==> config.mk <==
export PLATFORM = sky130hd
export DESIGN_NAME = pwm_output_conditioning
export DESIGN_NICKNAME = d
export VERILOG_FILES = /design/src/pwm_cond_pkg.sv /design/src/pwm_output_conditioning.sv
export SDC_FILE = /design/constraint.sdc
export NUM_CORES = 1
export LEC_CHECK = 0
export BUFFER_PORTS_ARGS = -buffer_cell sky130_fd_sc_hd__buf_2
export CAP_MARGIN = 20
export CORE_MARGIN = 2
export CORE_UTILIZATION = 55
export DETAILED_ROUTE_END_ITERATION = 16
export PLACE_DENSITY = 0.8
export SLEW_MARGIN = 20
export SYNTH_ARGS = -nofsm -noshare
export SYNTH_HDL_FRONTEND = slang
export SYNTH_SLANG_ARGS = --single-unit
==> constraint.sdc <==
create_clock -name ref_clk_i -period 2.4 [get_ports ref_clk_i]
set_input_delay 0.36 -clock ref_clk_i [delete_from_list [all_inputs] [get_ports ref_clk_i]]
set_output_delay 0.36 -clock ref_clk_i [all_outputs]
set_load 0.01 [all_outputs]
==> src/pwm_cond_pkg.sv <==
// Constants for the PWM output conditioning block.
package pwm_cond_pkg;
   localparam int unsigned NUM_CHAN  = 8;
   localparam int unsigned NUM_PAIR  = 4;
   localparam int unsigned CNT_W     = 5;
   // Register byte offsets.
   localparam logic [4:0] CTRL_OFFS   = 5'h00;
   localparam logic [4:0] MASK_OFFS   = 5'h04;
   localparam logic [4:0] POL_OFFS    = 5'h08;
   localparam logic [4:0] FAULT_OFFS  = 5'h0C;
   localparam logic [4:0] INIT_OFFS   = 5'h10;
   // Control register fields.
   localparam int unsigned EFE_BIT    = 0;
   localparam int unsigned FMODE_LSB  = 1;
   localparam int unsigned MSYNC_BIT  = 3;
   localparam int unsigned IRQEN_BIT  = 4;
   localparam int unsigned FFVAL_LSB  = 8;
   // Fault register fields.
   localparam int unsigned FFLAG_BIT  = 0;
   localparam int unsigned FLEVEL_BIT = 1;
   localparam int unsigned FEN_LSB    = 4;
   // Mask register: active bits low byte, write buffer next byte.
   localparam int unsigned MBUF_LSB   = 8;
   // Init register: command bit above the initial values.
   localparam int unsigned INIT_BIT   = 8;
   // Fault mode encodings.
   localparam logic [1:0] FMODE_OFF   = 2'h0;
   localparam logic [1:0] FMODE_AUTO  = 2'h3;
   localparam logic [3:0] FFVAL_OFF   = 4'h0;
   localparam logic [31:0] REG_RST    = 32'h0000_0000;
endpackage

==> src/pwm_output_conditioning.sv <==
// Output conditioning of a multi-channel PWM timer with its register slave.
// Overview of operation
// Mask writes land in a write buffer.
// Active mask bit forces channel inactive.
// Cleared mask bit passes the signal unchanged.
// Unmasked channel released at next cycle start.
// Fault logic needs enhanced enable, nonzero mode.
// Fault pin synchronised before any filtering.
// Filter counter restarts on each level change.
// Short fault pulses are discarded by filter.
// Filter off: level delayed four edges.
// Filter on: delay is four plus value. The code delays the level by three plus value.
// Conditioned fault rising edge sets fault flag.
// Faulted pair forced to polarity safe values.
// Interrupt request while flag and enable set.
// Flag cleared by read one, write zero.
// Auto mode releases on low level, cycle start.
// Auto mode ignores flag clear for outputs.
// Manual mode releases on flag clear, cycle start.
// Software checks fault level before manual clear.
// Polarity bit one inverts the channel.
// Init command forces initial values over everything.
// Software initialises only with counter stopped.
// Software uses enhanced, combined, edge-aligned setup.
// Sync select zero loads mask next clock.
// Sync select one loads mask on trigger.
// Order is mask, fault, polarity; init wins.
`timescale 1ns/100ps
`default_nettype none
module pwm_output_conditioning
   import pwm_cond_pkg::*;
(
   input  wire logic                ref_clk_i,
   input  wire logic                rst_b_i,
   input  wire logic [4:0]          avs_address_i,
   input  wire logic                avs_read_i,
   input  wire logic                avs_write_i,
   input  wire logic [31:0]         avs_writedata_i,
   input  wire logic [3:0]          avs_byteenable_i,
   output logic      [31:0]         avs_readdata_o,
   output logic                     avs_waitrequest_o,
   input  wire logic [NUM_CHAN-1:0] chan_pwm_i,
   input  wire logic                pwm_cycle_start_i,
   input  wire logic                sync_trigger_i,
   input  wire logic                fault_pin_i,
   output logic      [NUM_CHAN-1:0] chan_out_o,
   output logic                     fault_irq_o
);

   typedef struct packed {
      logic                ack;
      logic [31:0]         rdata;
      logic                efe;
      logic [1:0]          fmode;
      logic                msync;
      logic                irqen;
      logic [3:0]          ffval;
      logic [NUM_CHAN-1:0] mask_buf;
      logic [NUM_CHAN-1:0] mask_act;
      logic [NUM_CHAN-1:0] mask_hold;
      logic [NUM_CHAN-1:0] pol;
      logic [NUM_PAIR-1:0] pair_fen;
      logic [NUM_CHAN-1:0] init_val;
      logic                init_hold;
      logic                sync1;
      logic                sync2;
      logic                dly3;
      logic                dly4;
      logic                filt_lvl;
      logic [CNT_W-1:0]    filt_cnt;
      logic                cond_dly;
      logic                fflag;
      logic                clr_armed;
      logic                fault_act;
      logic [NUM_CHAN-1:0] out;
   } state_t;

   state_t              st_reg;
   state_t              st_next;
   logic                req;
   logic                rd_go;
   logic                wr_go;
   logic [31:0]         bmask;
   logic                fault_en;
   logic                cond;
   logic                fault_edge;
   logic [NUM_CHAN-1:0] eff_mask;
   logic [NUM_CHAN-1:0] shaped;

   assign req      = avs_read_i | avs_write_i;
   assign rd_go    = avs_read_i & st_reg.ack;
   assign wr_go    = avs_write_i & st_reg.ack;
   assign avs_waitrequest_o = req & ~st_reg.ack;
   assign avs_readdata_o    = st_reg.rdata;
   assign chan_out_o        = st_reg.out;

   // Fault logic only runs with enhanced features and a nonzero mode.
   assign fault_en = st_reg.efe & (st_reg.fmode != FMODE_OFF);
   // Filter bypass taps the second stage of the plain delay line, four edges behind the pin.
   assign cond = (st_reg.ffval == FFVAL_OFF) ? st_reg.dly4
                                             : st_reg.filt_lvl;
   assign fault_edge = fault_en & cond & ~st_reg.cond_dly;
   assign fault_irq_o = st_reg.fflag & st_reg.irqen;
   assign eff_mask = st_reg.mask_act | st_reg.mask_hold;

   generate
      for (genvar c = 0; c < NUM_CHAN; c++) begin : g_chan
         logic masked;
         logic faulted;
         // Mask first, then fault, then polarity; init overrides later.
         assign masked  = eff_mask[c] ? 1'h0 : chan_pwm_i[c];
         assign faulted = (st_reg.fault_act & st_reg.pair_fen[c/2])
                          ? 1'h0 : masked;
         assign shaped[c] = faulted ^ st_reg.pol[c];
      end
   endgenerate

   function automatic logic [31:0] merge(input logic [31:0] old_v,
                                         input logic [31:0] new_v,
                                         input logic [31:0] m);
      merge = (old_v & ~m) | (new_v & m);
   endfunction

   always_comb begin
      logic [31:0] cur;
      logic [31:0] upd;
      cur = REG_RST;
      upd = REG_RST;
      st_next = st_reg;
      for (int b = 0; b < 4; b++) begin
         bmask[b*8 +: 8] = {8{avs_byteenable_i[b]}};
      end
      // Bus: one wait state, the access completes on the second edge.
      st_next.ack = req & ~st_reg.ack;
      unique case (avs_address_i)
         CTRL_OFFS: begin
            cur = REG_RST;
            cur[EFE_BIT] = st_reg.efe;
            cur[FMODE_LSB +: 2] = st_reg.fmode;
            cur[MSYNC_BIT] = st_reg.msync;
            cur[IRQEN_BIT] = st_reg.irqen;
            cur[FFVAL_LSB +: 4] = st_reg.ffval;
         end
         MASK_OFFS: begin
            cur = REG_RST;
            cur[0 +: NUM_CHAN] = st_reg.mask_act;
            cur[MBUF_LSB +: NUM_CHAN] = st_reg.mask_buf;
         end
         POL_OFFS: begin
            cur = REG_RST;
            cur[0 +: NUM_CHAN] = st_reg.pol;
         end
         FAULT_OFFS: begin
            cur = REG_RST;
            cur[FFLAG_BIT] = st_reg.fflag;
            cur[FLEVEL_BIT] = cond;
            cur[FEN_LSB +: NUM_PAIR] = st_reg.pair_fen;
         end
         INIT_OFFS: begin
            cur = REG_RST;
            cur[0 +: NUM_CHAN] = st_reg.init_val;
         end
         default: cur = REG_RST;
      endcase
      if (req && !st_reg.ack) begin
         st_next.rdata = avs_read_i ? cur : REG_RST;
      end
      upd = merge(cur, avs_writedata_i, bmask);
      if (wr_go) begin
         unique case (avs_address_i)
            CTRL_OFFS: begin
               st_next.efe   = upd[EFE_BIT];
               st_next.fmode = upd[FMODE_LSB +: 2];
               st_next.msync = upd[MSYNC_BIT];
               st_next.irqen = upd[IRQEN_BIT];
               st_next.ffval = upd[FFVAL_LSB +: 4];
            end
            // Software only reaches the buffer, never the active bits.
            MASK_OFFS: st_next.mask_buf = upd[MBUF_LSB +: NUM_CHAN];
            POL_OFFS:  st_next.pol = upd[0 +: NUM_CHAN];
            FAULT_OFFS: begin
               st_next.pair_fen = upd[FEN_LSB +: NUM_PAIR];
               if (st_reg.clr_armed && !upd[FFLAG_BIT]) begin
                  st_next.fflag = 1'h0;
               end
               st_next.clr_armed = 1'h0;
            end
            INIT_OFFS: begin
               st_next.init_val = upd[0 +: NUM_CHAN];
               if (upd[INIT_BIT] && st_reg.efe) begin
                  st_next.init_hold = 1'h1;
               end
            end
            default: st_next.efe = st_reg.efe;
         endcase
      end
      // A read that sees the flag set arms the clear.
      if (rd_go && avs_address_i == FAULT_OFFS && st_reg.fflag) begin
         st_next.clr_armed = 1'h1;
      end

      // Mask loading from the buffer.
      if (!st_reg.msync || sync_trigger_i) begin
         st_next.mask_act = st_reg.mask_buf;
      end
      st_next.mask_hold = st_reg.mask_act |
         (st_reg.mask_hold & {NUM_CHAN{~pwm_cycle_start_i}});

      // Fault input: two-stage synchroniser, then a plain delay line.
      st_next.sync1 = fault_pin_i;
      st_next.sync2 = st_reg.sync1;
      st_next.dly3  = st_reg.sync2;
      st_next.dly4  = st_reg.dly3;
      // Glitch filter on the synchronised level.
      if (st_reg.sync2 != st_reg.filt_lvl) begin
         // A filter value lowered below a running count accepts at once.
         if (st_reg.filt_cnt >= {1'h0, st_reg.ffval}) begin
            st_next.filt_lvl = st_reg.sync2;
            st_next.filt_cnt = '0;
         end else begin
            st_next.filt_cnt = st_reg.filt_cnt + 5'h01;
         end
      end else begin
         st_next.filt_cnt = '0;
      end
      st_next.cond_dly = cond;

      // Release of fault-disabled outputs at a cycle start, and at once while fault logic is off.
      if (pwm_cycle_start_i) begin
         if (st_reg.fmode == FMODE_AUTO) begin
            if (!cond) begin
               st_next.fault_act = 1'h0;
            end
         end else if (!st_reg.fflag) begin
            st_next.fault_act = 1'h0;
         end
      end
      if (!fault_en) begin
         st_next.fault_act = 1'h0;
      end
      // A new fault wins over a clear in the same cycle.
      if (fault_edge) begin
         st_next.fflag = 1'h1;
         st_next.fault_act = 1'h1;
      end

      // Initialisation holds until the next cycle start.
      if (pwm_cycle_start_i && !(wr_go && avs_address_i == INIT_OFFS)) begin
         st_next.init_hold = 1'h0;
      end
      if (st_reg.init_hold) begin
         st_next.out = st_reg.init_val;
      end else if (st_reg.efe) begin
         st_next.out = shaped;
      end else begin
         st_next.out = chan_pwm_i;
      end
   end

   always_ff @(posedge ref_clk_i or negedge rst_b_i) begin
      if (!rst_b_i) begin
         st_reg <= '0;
      end else begin
         st_reg <= st_next;
      end
   end
endmodule
`default_nettype wire

==> metrics, run 1 <==
number of global-route vias before repair 3393; Seq/Total Area, Yosys 50.30%; ranking of synthesized cells by area dfrtp_1 (50%), buf_4 (6.7%), nand2_1 (4.7%); WHS 94.57 ps; die footprint 9162 sq um; post-synthesis cell count 448; worst vdd ir 0.3301 mV; slew at the pin with the worst max-slew slack 663.8 ps; Fin. Hold Viols 0; min Tclk post-route 2148 ps; total number of H-tree levels 3; area grow syn2layout 10.01%; Startpoint Class flip-flop; first-pass GRT wire length 16600 um; Max-cap violations 0; Mapped Area 4627 sq um; hold path cells 1; DP Wirelength 7754 um; Synth Register Bits 93; Fmax between 400 and 500 MHz; setup TNS 0 ps; drt total wl 10710 um; core region area 8175 sq um; reg2reg setup slack about 250 ps; RR Endpoint st_reg[17]$_DFFE_PN0P_; GP Congestion 0.9436; RSZ-0062 raised after global routing false; CP endpoint kind flip-flop; Commonest cells post-synth dfrtp_1 (93), nand2_1 (58), buf_4 (41); clock slew at reported path FFs 100 ps; cell with the most instances after synthesis dfrtp_1; max FFs per register between 60 and 70; CTS Sinks 93; I/O Buffers 63; Worst-Skew Late Latency between 300 and 400 ps; drt drc 0; met1 WL 4583 um; CTS root buf clkbuf_8; Ports 98; PD cells 694.3 nW/um^2; final net count around 560; vias per std cell around 5.9; Final Cycle Share 89.48%; met3 routed WL 528 um; worst-case reg-to-reg path depth 7; outcome complete, no violations; Initial Utilization 56.60%; Crit Path Max Fanout 4; DRT iter0 DRCs around 170; Worst EP required 2660 ps; Post-synth EDFFs 0; via count 3539; post-DR wirelength/cell 17.73 um; largest net degree at the start of global routing 48; met2 wire length 5268 um; WS Path Type flip-flop to flip-flop; endpoints failing setup 0; first-pass detailed-route iteration total 5; RR Startpoint st_reg[12]$_DFF_PN0_; top layer in use met4; grt total ovfl 0; Yosys top cell area share 50.30%; Static Leak 0.002598 uW; top_reg_cell synth dfrtp_1; Hold Path Origin fault_pin_i; Final Skew 15.07 ps; ys async rst share 100.0%; Hold Path End st_next[20]$_DFF_PN0_; Synth area leader dfrtp_1; TritonCTS Buffers 9; CTS Buffer Depth 2; Die H roughly 96 um; Cell variety after synth 56; GRT Overall Usage 24.52%; HP Class primary input to flip-flop; Rel. slew slack 55.66%; Max Slew Vio Count 0; syn_area_per_cell approximately 10 sq um; Rows 33; post-route ant nets 0; Die Wd around 96 um; crit path DAT 2400 ps; CTS tree yes; layout cell share with drive strength beyond 1 a little under a quarter; yosys warns 0; n_diodes 0; antenna violations before repair 0
[worst max-delay path, cell delays in order (launching register included)]
cell       delay, ps
dfrtp_1          420
inv_1             60
ha_1             280
nand2b_1         140
a21o_1           170
a2111oi_0        440
or2_2            200
mux2_2           320
[logic make-up (layout without fill, tap and decap cells)]
| family | after synthesis | count (layout) | share of synthesized area (%) |
|---|---|---|---|
| compound gates | 98 | 98 | 15.52 |
| xor+xnor | 11 | 11 | 2.082 |
| fa+ha+maj | 6 | 6 | 1.568 |
| buf+inv | 67 | 103 | 9.005 |
| flops | 93 | 93 | 50.30 |
| mux | 17 | 17 | 4.029 |
| other cells | 1 | 16 | 0.08105 |
| simple gates | 155 | 155 | 17.41 |
[what timing repair did]
action | 4_1_cts | 5_1_grt
hold endpoints to repair | 3 | 0
buffers inserted | 0 | 0
gates resized for setup | 0 | 0
hold buffers | 1 | 0
[metrics by stage]
| stage | util, % | power [uW] | instances | cell area, sq um | setup slack [ps] |
|---|---|---|---|---|---|
| after floorplan | - | 2242 | 463 | 4683 | 408.3 |
| after global placement | 59.49 | 2393 | 587 | 4863 | 284.5 |
| after detailed placement | 59.49 | 2419 | 587 | 4863 | 280.0 |
| after CTS | 62.26 | 3549 | 604 | 5090 | 240.5 |
| after global routing | 62.26 | 3699 | 604 | 5090 | 101.4 |
| final | 62.26 | 3534 | 604 | 5090 | 252.4 |
[worst max-delay path by stage]
stage	from	end	slack, ps	cells after the start
floorplan	st_reg[12]$_DFF_PN0_	st_reg[17]$_DFFE_PN0P_	410	7
global placement	st_reg[12]$_DFF_PN0_	st_reg[17]$_DFFE_PN0P_	280	7
finish	st_reg[12]$_DFF_PN0_	st_reg[17]$_DFFE_PN0P_	250	7
global route	st_reg[12]$_DFF_PN0_	st_reg[17]$_DFFE_PN0P_	100	7
CTS	st_reg[12]$_DFF_PN0_	st_reg[17]$_DFFE_PN0P_	240	7
detailed placement	st_reg[12]$_DFF_PN0_	st_reg[17]$_DFFE_PN0P_	280	7
[routing by layer]
| metal | up-vias | GRT usage [%] |
|---|---|---|
| li1 | 1619 | - |
| met1 | 1764 | 31.03 |
| met2 | 129 | 41.03 |
| met3 | 27 | 3.759 |
| met4 | 0 | 12.26 |
| met5 | - | 0 |
[power by group]
group	total (uW)	switching (uW)	internal, uW
Sequential	1850	133	1720
Combinational	539	303	236
Clock	1140	608	532
Total	3530	1040	2490
[layout make-up]
type,instances,area (sq um)
Inverter,10,37.54
Multi-Input combinational cell,303,1939
Timing Repair Buffer,77,437.9
Sequential cell,93,2327
Fill cell,698,3085
Clock inverter,6,78.83
Tap cell,105,131.4
Clock buffer,10,137.6
[placed cells by master, fill, tap and decap left out, types with 5 or more instances in the layout]
master | netlist | layout
dfrtp_1 | 93 | 93
a21o_1 | 16 | 16
nor2b_1 | 7 | 7
clkbuf_8 | 0 | 10
nor2_1 | 27 | 27
conb_1 | 1 | 16
and3_1 | 12 | 12
buf_2 | 3 | 62
mux2_2 | 10 | 10
inv_1 | 10 | 10
o21ai_1 | 9 | 9
nand2_1 | 58 | 58
nand2b_1 | 7 | 7
and2_1 | 5 | 5
a211oi_1 | 5 | 5
ha_1 | 5 | 5
o31ai_1 | 20 | 20
a22o_1 | 9 | 9
buf_4 | 41 | 13
xor2_1 | 7 | 7
o21ai_0 | 16 | 16
nand3_1 | 14 | 14
nor3_1 | 5 | 5
(Power assumes the default switching activity.)
==> run 2: changes to the inputs <==
REMOVE_ABC_BUFFERS = 1   (was not set)
==> run 2 against run 1 <==
Fmax rose by 0.12%. First-iteration DRC count rose by 34%. Non-clock buffer count stayed put. Hold slack worse by 76 ps. Global-route usage is 0.48 points higher. Highest routed layer unchanged. Setup slack gained 2.5 ps. Routed wire length increased by 0.99%.
==> metrics, run 2 (synthesized netlist as in run 1, its figures left out) <==
DP Wirelength 7550 um; slew at the pin with the worst max-slew slack 649.2 ps; worst vdd ir 0.3672 mV; Post-CTS Setup Bufs 0; post-DR wirelength/cell 17.94 um; Worst path slowest cell a2111oi_0; post-route ant nets 0; area grow syn2layout 10.92%; RSZ-0062 raised after global routing false; Die H 95.72 um; WS Path Type flip-flop to flip-flop; GRT Overall Usage 25.00%; endpoints failing setup 0; grt total ovfl 0; WHS 18.83 ps; die footprint 9162 sq um; placed cell areas 4871 sq um; slowest cell delay on critical path 460 ps; first-pass GRT wire length around 17000 um; final net count 555; Max Slew Vio Count 0; Startpoint Class flip-flop; drt total wl about 11000 um; Worst-Skew Late Latency 360 ps; DRT iter0 DRCs 234; most frequent cells in the layout dfrtp_1 (93), buf_2 (62), nand2_1 (58); vias per std cell 5.876; Rel. slew slack a little under three fifths; Ports 98; setup TNS 0 ps; total number of H-tree levels 3; n_diodes 0; Worst EP required approximately 2600 ps; number of global-route vias before repair 3494; Static Leak between 0.002 and 0.003 uW; antenna violations before repair 0; GP Congestion 0.8590; first-pass detailed-route iteration total 5; crit-path cells inv_1, ha_1, nand2b_1, a21o_1, a2111oi_0, or2_2, mux2_2; Final Cycle Share 89.38%; layout cell share with drive strength beyond 1 22.49%; crit path DAT 2390 ps; Fin. Hold Viols 0; Final Skew 11.50 ps; largest net degree at the start of global routing 50; max FFs per register 66; Post-CTS Hold Buffers 0; Max-cap violations 0; PD cells 727.8 nW/um^2; drt drc 0; Rows 33; CTS resizes 0; Crit Path Max Fanout 4; Final Cell Area between 5000 and 6000 sq um; Pwr Total 3735 uW; CTS root buf clkbuf_8; min Tclk post-route between 2000 and 2500 ps; I/O Buffers 63; TritonCTS Buffers 9; core region area 8175 sq um; CTS tree yes; CTS Buffer Depth 2; Fmax 466.2 MHz; reg2reg setup slack 250 ps; CP endpoint kind flip-flop; HP Class primary input to asynchronous set/reset pin; outcome complete, no violations; CTS Sinks 93; Die Wd 95.72 um; commonest non-fill, non-tap cell in the layout dfrtp_1; via count 3543; Initial Utilization 56.60%; clock slew at reported path FFs 90 ps
-- run 2: stage by stage --
step,worst slack [ps],util [%],instances
2_1_floorplan,408.3,-,406
3_3_place_gp,310.1,59.58,588
3_5_place_dp,253.8,59.58,588
4_1_cts,228.3,62.78,603
5_1_grt,127.1,62.78,603
6_report,254.9,62.78,603
-- run 2: routing by layer --
layer	part of all wire, %	GRT usage (%)	up-vias
met5	0	0	-
met3	8.3	5.951	29
met1	41	31.52	1730
met2	48	41.20	169
met4	2.8	10.95	0
li1	-	-	1615
-- run 2: final cells by class --
type,count,area (sq um)
tap,105,131.4
clock inverter,4,120.1
fill,694,3043
sequential,93,2327
clock buffer,11,141.4
multi-input combinational,303,1939
inverter,10,37.54
timing repair buffer,77,435.4
-- run 2: critical path: cells and delay by family (launching register included) --
| family | cells | cell delay, ps |
|---|---|---|
| adder cells (fa/ha/maj) | 1 | 270 |
| flip-flops | 1 | 400 |
| multiplexers | 1 | 320 |
| AO/OA/AOI/OAI | 2 | 630 |
| buffers and inverters | 1 | 60 |
| AND/OR/NAND/NOR | 2 | 350 |
-- run 2: final timing paths --
check | to | from | cells after the start
min in group ref_clk_i | st_next[20]$_DFF_PN0_ | fault_pin_i | 1
max reg2reg | st_reg[17]$_DFFE_PN0P_ | st_reg[12]$_DFF_PN0_ | 7
max in group asynchronous | st_reg[28]$_DFFE_PN0P_ | rst_b_i | 2
min | chan_out_o[0]$_DFF_PN0_ | rst_b_i | 1
max | st_reg[17]$_DFFE_PN0P_ | st_reg[12]$_DFF_PN0_ | 7
min reg2reg | st_next[19]$_DFF_PN0_ | st_next[20]$_DFF_PN0_ | 0
-- run 2: where the power goes --
part / switching (uW) / leakage (uW) / internal [uW]
logic: 298 / 0.00125 / 237
clock network: 527 / 0.000130 / 821
registers: 131 / 0.00124 / 1720
